<file path="src/bay_pkg.sv">
package bay_pkg;

  // Sample and byte geometry of the packed 12-bit raw format
  localparam int PIX_W  = 12;
  localparam int BYTE_W = 8;
  localparam int NIB_W  = 4;
  localparam int HI_LSB = 4;

  // Unsigned sample range, code equals signal level
  localparam logic [PIX_W-1:0] PIX_MIN = 12'h000;
  localparam logic [PIX_W-1:0] PIX_MAX = 12'hfff;

  // Fill for the unused nibble of a row that ends on an even pixel
  localparam logic [NIB_W-1:0] NIB_PAD = 4'h0;

  // Row parity: even rows carry blue/green, odd rows green/red
  localparam logic ROW_EVEN = 1'b0;
  localparam logic ROW_ODD  = 1'b1;

  // Depth of the output buffer
  localparam int FIFO_DEPTH = 2;

  // Packer sequence
  typedef enum logic [1:0] {
    S_EVEN = 2'b00,
    S_ODD  = 2'b01,
    S_HI3  = 2'b10,
    S_TAIL = 2'b11
  } bay_state_t;

endpackage

</file>
<file path="src/bay_packer.sv">
// Notes on behaviour
// - Every pixel delivers exactly twelve bits of sample value.
// - Two consecutive pixels of a row become three consecutive bytes, no padding.
// - Samples pass raw: own filter colour only, no interpolation or conversion.
// - Byte one holds even pixel bits 11..4; byte three holds odd pixel bits 11..4.
// - Middle byte joins low nibbles of the odd pixel and the preceding even pixel.
// - Even rows: even positions blue, odd positions green, alternating.
// - Odd rows: even positions green, odd positions red, alternating.
// - Packing restarts every row; last byte completes the last pixel.
// - Samples are unsigned 0x000 to 0xfff, code equals signal level.
`timescale 1ns/100ps

module bay_packer
  import bay_pkg::*;
#(
  parameter int DEPTH = FIFO_DEPTH
) (
  // Clock and reset
  input  wire logic              ref_clk,
  input  wire logic              sys_rst,
  // Sensor pixel stream
  input  wire logic              pix_valid,
  output logic                   pix_ready,
  input  wire logic [PIX_W-1:0]  pix_data,
  input  wire logic              pix_sof,
  input  wire logic              pix_last,
  // Packed byte stream toward the host buffer
  output logic                   out_valid,
  input  wire logic              out_ready,
  output logic [BYTE_W-1:0]      out_data,
  output logic                   out_last,
  output logic                   out_row_odd
);

  localparam int ENT_W = BYTE_W + 2;
  localparam int PTR_W = (DEPTH > 1) ? $clog2(DEPTH) : 1;
  localparam int CNT_W = $clog2(DEPTH + 1);

  //////////////////////////////////////////////////////////////////////////////

  bay_state_t              state;
  bay_state_t              next_state;
  logic [PIX_W-1:0]        even_px;
  logic [BYTE_W-1:0]       hi_px;
  logic                    last_q;
  logic                    cur_row;
  logic                    row_odd;
  logic                    row_sel;
  logic                    acc;
  logic                    push;
  logic [BYTE_W-1:0]       push_byte;
  logic                    push_last;
  logic                    push_row;
  logic [ENT_W-1:0]        push_ent;
  logic                    pop;
  logic                    fifo_space;
  logic [ENT_W-1:0]        mem [DEPTH];
  logic [PTR_W-1:0]        wr_ptr;
  logic [PTR_W-1:0]        rd_ptr;
  logic [CNT_W-1:0]        count;
  logic [PTR_W-1:0]        next_wr_ptr;
  logic [PTR_W-1:0]        next_rd_ptr;
  logic [CNT_W-1:0]        next_count;
  logic [ENT_W-1:0]        next_head;

  function automatic logic [PTR_W-1:0] ptr_inc(input logic [PTR_W-1:0] p);
    return (p == PTR_W'(DEPTH - 1)) ? '0 : p + 1'b1;
  endfunction

  assign acc        = pix_valid && pix_ready;
  assign pop        = out_valid && out_ready;
  assign fifo_space = count < CNT_W'(DEPTH);
  // Start of frame only counts on the first pixel of a pair
  assign row_sel    = (pix_sof && state == S_EVEN) ? ROW_EVEN : row_odd;

  //////////////////////////////////////////////////////////////////////////////
  // Pair packer

  always_comb begin
    next_state = state;
    push       = 1'b0;
    push_byte  = '0;
    push_last  = 1'b0;
    push_row   = cur_row;
    case (state)
      S_EVEN: begin
        if (acc) begin
          push       = 1'b1;
          push_byte  = pix_data[PIX_W-1:HI_LSB];
          push_row   = row_sel;
          next_state = pix_last ? S_TAIL : S_ODD;
        end
      end
      S_ODD: begin
        if (acc) begin
          push       = 1'b1;
          push_byte  = {pix_data[NIB_W-1:0], even_px[NIB_W-1:0]};
          next_state = S_HI3;
        end
      end
      S_HI3: begin
        if (fifo_space) begin
          push       = 1'b1;
          push_byte  = hi_px;
          push_last  = last_q;
          next_state = S_EVEN;
        end
      end
      S_TAIL: begin
        if (fifo_space) begin
          push       = 1'b1;
          push_byte  = {NIB_PAD, even_px[NIB_W-1:0]};
          push_last  = 1'b1;
          next_state = S_EVEN;
        end
      end
      default: begin
        next_state = S_EVEN;
      end
    endcase
  end

  assign push_ent = {push_row, push_last, push_byte};

  always_ff @(posedge ref_clk) begin
    if (sys_rst) begin
      state <= S_EVEN;
    end else begin
      state <= next_state;
    end
  end

  // Even sample held whole until its partner arrives
  always_ff @(posedge ref_clk) begin
    if (sys_rst) begin
      even_px <= PIX_MIN;
    end else if (acc && state == S_EVEN) begin
      even_px <= pix_data;
    end
  end

  always_ff @(posedge ref_clk) begin
    if (sys_rst) begin
      hi_px  <= '0;
      last_q <= 1'b0;
    end else if (acc && state == S_ODD) begin
      hi_px  <= pix_data[PIX_W-1:HI_LSB];
      last_q <= pix_last;
    end
  end

  //////////////////////////////////////////////////////////////////////////////
  // Row parity tracking

  always_ff @(posedge ref_clk) begin
    if (sys_rst) begin
      row_odd <= ROW_EVEN;
    end else if (acc && pix_last) begin
      row_odd <= ~row_sel;
    end else if (acc && pix_sof && state == S_EVEN) begin
      row_odd <= ROW_EVEN;
    end
  end

  always_ff @(posedge ref_clk) begin
    if (sys_rst) begin
      cur_row <= ROW_EVEN;
    end else if (acc && state == S_EVEN) begin
      cur_row <= row_sel;
    end
  end

  //////////////////////////////////////////////////////////////////////////////
  // Output buffer; head is re-registered so the outputs come from flops

  always_comb begin
    next_wr_ptr = push ? ptr_inc(wr_ptr) : wr_ptr;
    next_rd_ptr = pop ? ptr_inc(rd_ptr) : rd_ptr;
    next_count  = count + CNT_W'(push) - CNT_W'(pop);
    if (push && next_rd_ptr == wr_ptr) begin
      next_head = push_ent;
    end else begin
      next_head = mem[next_rd_ptr];
    end
  end

  for (genvar i = 0; i < DEPTH; i++) begin : g_ent
    always_ff @(posedge ref_clk) begin
      if (push && wr_ptr == PTR_W'(i)) begin
        mem[i] <= push_ent;
      end
    end
  end

  always_ff @(posedge ref_clk) begin
    if (sys_rst) begin
      wr_ptr <= '0;
      rd_ptr <= '0;
      count  <= '0;
    end else begin
      wr_ptr <= next_wr_ptr;
      rd_ptr <= next_rd_ptr;
      count  <= next_count;
    end
  end

  always_ff @(posedge ref_clk) begin
    if (sys_rst) begin
      out_valid   <= 1'b0;
      out_data    <= '0;
      out_last    <= 1'b0;
      out_row_odd <= ROW_EVEN;
    end else begin
      out_valid   <= next_count != '0;
      out_data    <= next_head[BYTE_W-1:0];
      out_last    <= next_head[BYTE_W];
      out_row_odd <= next_head[BYTE_W+1];
    end
  end

  // Ready looks one cycle ahead, so it is granted only with a free slot in hand
  always_ff @(posedge ref_clk) begin
    if (sys_rst) begin
      pix_ready <= 1'b0;
    end else begin
      pix_ready <= (next_state == S_EVEN || next_state == S_ODD) && next_count < CNT_W'(DEPTH);
    end
  end
endmodule // bay_packer

</file>
<file path="config.mk">
export PLATFORM = sky130hd
export DESIGN_NAME = bay_packer
export DESIGN_NICKNAME = d
export VERILOG_FILES = /design/src/bay_pkg.sv /design/src/bay_packer.sv
export SDC_FILE = /design/constraint.sdc
export NUM_CORES = 1
export LEC_CHECK = 0
export ABC_AREA = 0
export BUFFER_PORTS_ARGS = -buffer_cell sky130_fd_sc_hd__buf_2
export CORE_MARGIN = 10
export CORE_UTILIZATION = 38
export DETAILED_ROUTE_END_ITERATION = 8
export PLACE_DENSITY = 0.58
export SLEW_MARGIN = 5
export SYNTH_ARGS = -nofsm -noshare
export SYNTH_HDL_FRONTEND = slang
export SYNTH_SLANG_ARGS = --single-unit
export TNS_END_PERCENT = 20
</file>
<file path="constraint.sdc">
create_clock -name ref_clk -period 5.75 [get_ports ref_clk]
set_input_delay 1.15 -clock ref_clk [delete_from_list [all_inputs] [get_ports ref_clk]]
set_output_delay 1.15 -clock ref_clk [all_outputs]
set_load 0.005 [all_outputs]
</file>
; Word level (Yosys, flattened, before mapping)
; Memories as Yosys holds them, arrays and structs flattened.
; Index checks and enable logic that the tools add are counted.
[word_totals]
register_bits = 33
latch_bits = 0
ramBits = 20
mem_bits_ro = 0
output_inout_bits = 12
elab_cells = 79
n_memories = 1
[classes]
n_addsub = 4
mul = 0
div = 0
order_cmp = 2
eq_ne = 5
shift = 0
mux = 31
bitwise_logic = 2
n_reduce_logical = 20
[memory_table]
columns = name, words, word_bits, read_ports, rd_ports_with_merged_regs, wr, line_no
row1 = mem, 2, 10, 1, 0, 1, bay_packer.sv:57  ; logic [ENT_W-1:0] mem [DEPTH];
[ops]
columns = operator, count
row1 = $pmux W8 S4, 1
row2 = $mux W8, 3
row3 = $mux W10, 2
row4 = $mux W1, 17
row5 = $logic_and A1 B1 Y1, 12
row6 = $reduce_or A10 Y1, 1
row7 = $mux W2, 4
row8 = $pmux W2 S3, 1
row9 = $eq A2 B1 Y1 const B, 2
row10 = $eq A2 B2 Y1 const B, 2
row11 = $logic_not A2 Y1, 2
row12 = $lt A2 B2 Y1 const B, 2
row13 = $mux W4, 1
row14 = $pmux W1 S2, 2
row15 = $reduce_bool A2 Y1, 2
row16 = $reduce_or A2 Y1, 2
row17 = $add A1 B1 Y1 const B, 2
row18 = $add A2 B1 Y2, 1
row19 = $not A1 Y1, 2
row20 = $sub A2 B1 Y2, 1
row21 = $eq A1 B1 Y1, 1
row22 = $logic_or A1 B1 Y1, 1

; Depth between registers and ports, before layout
[logic_depth]
word_depth = 8
depth_mapped = 9
mapped_depth_nobuf = 8

; Worst setup path after synthesis
; OpenSTA, ideal clock, no wires.
[synth_timing]
path_type = input to register
from = in pix_valid
to = reg out_valid
t_arrival_ns = 2.491
slack_ns = 3.136
cell_stages = 9
path_cell_list = and3b_1 > buf_6 > nor2_4 > inv_1 > ha_1 > xor2_1 > xnor2_1 > nor2_1 > or2_2
[synth_between]
elab_chain_cells = 6
[synth_rtl]
columns = item, line_no
row1 = start: declaration, bay_packer.sv:22  ; input wire logic pix_valid,
row2 = $logic_and A1 B1 Y1, bay_packer.sv:70  ; assign acc = pix_valid && pix_ready;
row3 = $mux W1, "bay_packer.sv:87, bay_packer.sv:95"
row4 = $pmux W1 S2, bay_packer.sv:85  ; case (state)
row5 = $add A2 B1 Y2, bay_packer.sv:179  ; next_count = count + CNT_W'(push) - CNT_W'(pop);
row6 = $sub A2 B1 Y2, bay_packer.sv:179
row7 = $reduce_bool A2 Y1, bay_packer.sv:214  ; out_valid <= next_count != '0;
row8 = end signal: assignment, bay_packer.sv:209  ; out_valid <= 1'b0;
row9 = end signal: assignment, bay_packer.sv:214
row10 = end: declaration, bay_packer.sv:28  ; output logic out_valid,
; No other way between the ends.
; A chain may end at the register's enable or synchronous reset.

; Worst setup path after layout
; Same ends and word-level chain as after synthesis.

==> flow_metrics.env <==
export IMPL_drt_iter0_drc=60
export IMPL_wl_per_cell_um=15.8
export IMPL_clock_latency_ns=0.30
export IMPL_critPathMaxStageDelay_ns=0.32
export IMPL_synth_largest_area_cell="dfxtp_1"
export IMPL_hpwlAfterDp_mm=3.44
export IMPL_internal_power_uw=700
export IMPL_avgSynthCellArea_um2=11.0
export IMPL_rsz0062_at_grt="false"
export IMPL_worst_pin_slew_ns=0.943
export IMPL_ys_types=38
export IMPL_drc=0
export IMPL_ant_nets=0
export IMPL_power_frac_seq_pct=50.2
export IMPL_setup_tns_ns=0
export IMPL_dieArea_um2=9570
export IMPL_vias=1633
export IMPL_outcome="finished, final reports clean"
export IMPL_yosys_warnings=0
export IMPL_min_path_cells=2
export IMPL_worstSetupPathType="primary input to register"
export IMPL_syn_nets=229
export IMPL_drt_vias_per_instance=5.32
export IMPL_synth_top_cell_area_share_pct=28.7
export IMPL_max_freq_mhz=354
export IMPL_htreeDepth=2
export IMPL_holdCritPathClass="register to register"
export IMPL_post_cts_resized=0
export IMPL_multiInputGateArea_um2=937
export IMPL_yosys_register_bits=53
export IMPL_seqCellArea_um2=1260
export IMPL_overflow=0
export IMPL_swShare_pct=32.4
export IMPL_skew_ns=0.00978
export IMPL_synth_most_common_cell="dfxtp_1"
export IMPL_syn2layout_area_growth_pct=10.3
export IMPL_synth_area_leaders="dfxtp_1 (29%), edfxtp_1 (26%), mux2i_1 (6.1%)"
export IMPL_die_w_um=97.8
export IMPL_critPathMaxFanout=14
export IMPL_hold_violations=0
export IMPL_synthCells=209
export IMPL_first_global_vias=1574
export IMPL_cts_tree="yes"
export IMPL_grt_pass1_wl_mm=8.11
export IMPL_min_to="hi_px[4]$_SDFFE_PP0P_"
export IMPL_synthesis_area_um2=2300
export IMPL_grt_antenna_before_repair=0
export IMPL_first_pass_iters=4
export IMPL_core_area_um2=5890
export IMPL_max_clock_path_buffers=2
export IMPL_power_density_nw_per_um2=408
export IMPL_regToRegSetupSlack_ns=3.16
export IMPL_p_sw_uw=335
export IMPL_dieHeight_um=97.8
export IMPL_cp_arrival_ns=3.01
export IMPL_cts_sinks=53
export IMPL_drive_above_1_share_pct=17.2
export IMPL_hp_start="hi_px[4]$_SDFFE_PP0P_"
export IMPL_leakagePower_uw=0.000993
export IMPL_cts_inserted_buffers=5
export IMPL_cts_clk_slew_worst_paths_ns=0.08
export IMPL_synth_edf_count=20
export IMPL_ir_drop_mv=0.165
export IMPL_period_needed_ns=2.82
export IMPL_crit_required_ns=5.94
export IMPL_max_cap_violations=0
export IMPL_synth_main_ff_cell="dfxtp_1"
export IMPL_power_frac_clock_pct=18.8
export IMPL_finalSetupViolCount=0
export IMPL_top_level_ports=30
export IMPL_combPwrFrac_pct=31.0
export IMPL_ys_top_cells_by_count="dfxtp_1 (33), edfxtp_1 (20), nand2_1 (19)"
export IMPL_rows=28
export IMPL_ctsRootBufferMaster="clkbuf_8"
export IMPL_cp_end_kind="register"
export IMPL_async_reset_ff_share_pct=0
export IMPL_crit_path_cell_trace="buf_2 > and3b_1 > nor2_4 > inv_1 > ha_1 > xor2_1 > xnor2_1 > nor2_1 > or2_2"
export IMPL_drv_slew=0
export IMPL_post_cts_buffers=0
export IMPL_cts_hold_buf=0
export IMPL_critPathLaunchType="primary input"
export IMPL_start_util_pct=39.1
export IMPL_track_usage_pct=10.4
export IMPL_yosysSeqAreaShare_pct=54.8
export IMPL_fillerInstances=605
export IMPL_fin_crit_sh_pct=49.1
export IMPL_worstReg2RegStart="state[1]$_SDFF_PP0_"
export IMPL_place_ws_ns=2.61
export IMPL_slew_headroom_pct=36.9
export IMPL_cp_slowest_cell="and3b_1"
export IMPL_grt_start_max_net_pins=33
export IMPL_totalWireLength_mm=4.86
export IMPL_postLayoutSetupSlackWorst_ns=2.93
export IMPL_diodes=0
export IMPL_reg2reg_to="out_valid$_SDFF_PP0_"
export IMPL_portBuffers=29
export IMPL_gp_congestion=0.823
export IMPL_ff2ff_path_depth=8
export IMPL_finalNetCount=251
worst max-delay path: cells and delay by family:
kind | cells | cell delay [ns]
xor gates and xnor gates | 2 | 0.32
and+or+nand+nor | 4 | 1.00
adders and majority gates | 1 | 0.22
buffers and inverters | 2 | 0.32
placed cells by master, fill, tap and decap left out, drive strengths merged, types with 2 or more instances in the layout:
| cell type | instances |
|---|---|
| xor2 | 2 |
| dfxtp | 33 |
| ha | 2 |
| buf | 30 |
| mux2i | 14 |
| nand3 | 5 |
| inv | 3 |
| a2111oi | 4 |
| a21o | 4 |
| o21ai | 4 |
| or2 | 2 |
| xnor2 | 2 |
| clkbuf | 5 |
| nand2 | 19 |
| nor2 | 13 |
| nand2b | 4 |
| a221o | 4 |
| a21oi | 15 |
| and3b | 2 |
| a22oi | 4 |
| edfxtp | 20 |
| clkinv | 3 |
| a211oi | 14 |
| nor3 | 3 |
| nand4b | 4 |
| and2 | 3 |
| nor2b | 4 |
| nand3b | 4 |
per-stage QoR:
step                cells  area [µm²]  hold slack (ns)  util, %  total power, µW
floorplan             209        2300            0.436        -              770
global placement      299        2460            0.443     41.7              852
detailed placement    299        2460            0.449     41.7              855
CTS                   307        2540            0.462     43.1             1050
global route          307        2540            0.494     43.1             1110
finish                307        2540            0.457     43.1             1040
logic make-up (layout without fill, tap and decap cells):
logic type	Yosys count	after routing	synth area share, %
DFF	53	53	54.8
adders and majority gates	2	2	1.09
AOI/OAI and AO/OA	52	52	15.6
and+or+nand+nor	64	64	15.0
buffers and inverters	18	41	4.46
xor gates and xnor gates	5	5	2.56
muxes	15	15	6.58
flip-flops by register name (all words and copies together), names as in the netlist, 2 cells and up:
name and cells:
even_px 4, out_data 8, mem 20, hi_px 8
state 2, count 2
how the worst max path moves through the flow:
| stage | cells after the start | endpoint | startpoint | slack, ns |
|---|---|---|---|---|
| after floorplan | 9 | out_valid$_SDFF_PP0_ | pix_valid | 3.14 |
| after global routing | 9 | out_valid$_SDFF_PP0_ | pix_valid | 2.76 |
| after detailed placement | 9 | out_valid$_SDFF_PP0_ | pix_valid | 2.61 |
| final | 9 | out_valid$_SDFF_PP0_ | pix_valid | 2.93 |
| after CTS | 9 | out_valid$_SDFF_PP0_ | pix_valid | 2.93 |
| after global placement | 9 | out_valid$_SDFF_PP0_ | pix_valid | 2.63 |
per-layer routing:
metal | share of wire [%] | vias up | global-route usage (%) | wire length (µm)
met5 | 0 | - | 0 | 0
met4 | 1.5 | 0 | 4.03 | 74
met3 | 5.5 | 5 | 2.96 | 268
met2 | 47 | 45 | 16.1 | 2260
met1 | 46 | 771 | 13.3 | 2260
li1 | - | 812 | - | -
area by class of cell:
type | count | area share (%)
clock buffers | 5 | 2.71
clock inverters | 3 | 0.493
inverters | 3 | 0.444
multi-input cells | 138 | 36.9
flip-flops and latches | 53 | 49.7
well taps | 75 | 3.70
repair buffers | 30 | 6.02
power groups by stage:
| stage | combinational, µW | clock (µW) | sequential, µW |
|---|---|---|---|
| 2_1_floorplan | 253 | 0 | 517 |
| 3_3_place_gp | 324 | 0 | 528 |
| 3_5_place_dp | 326 | 0 | 529 |
| 4_1_cts | 328 | 203 | 521 |
| 5_1_grt | 359 | 221 | 532 |
| 6_report | 321 | 195 | 520 |
(Power assumes the default switching activity.)
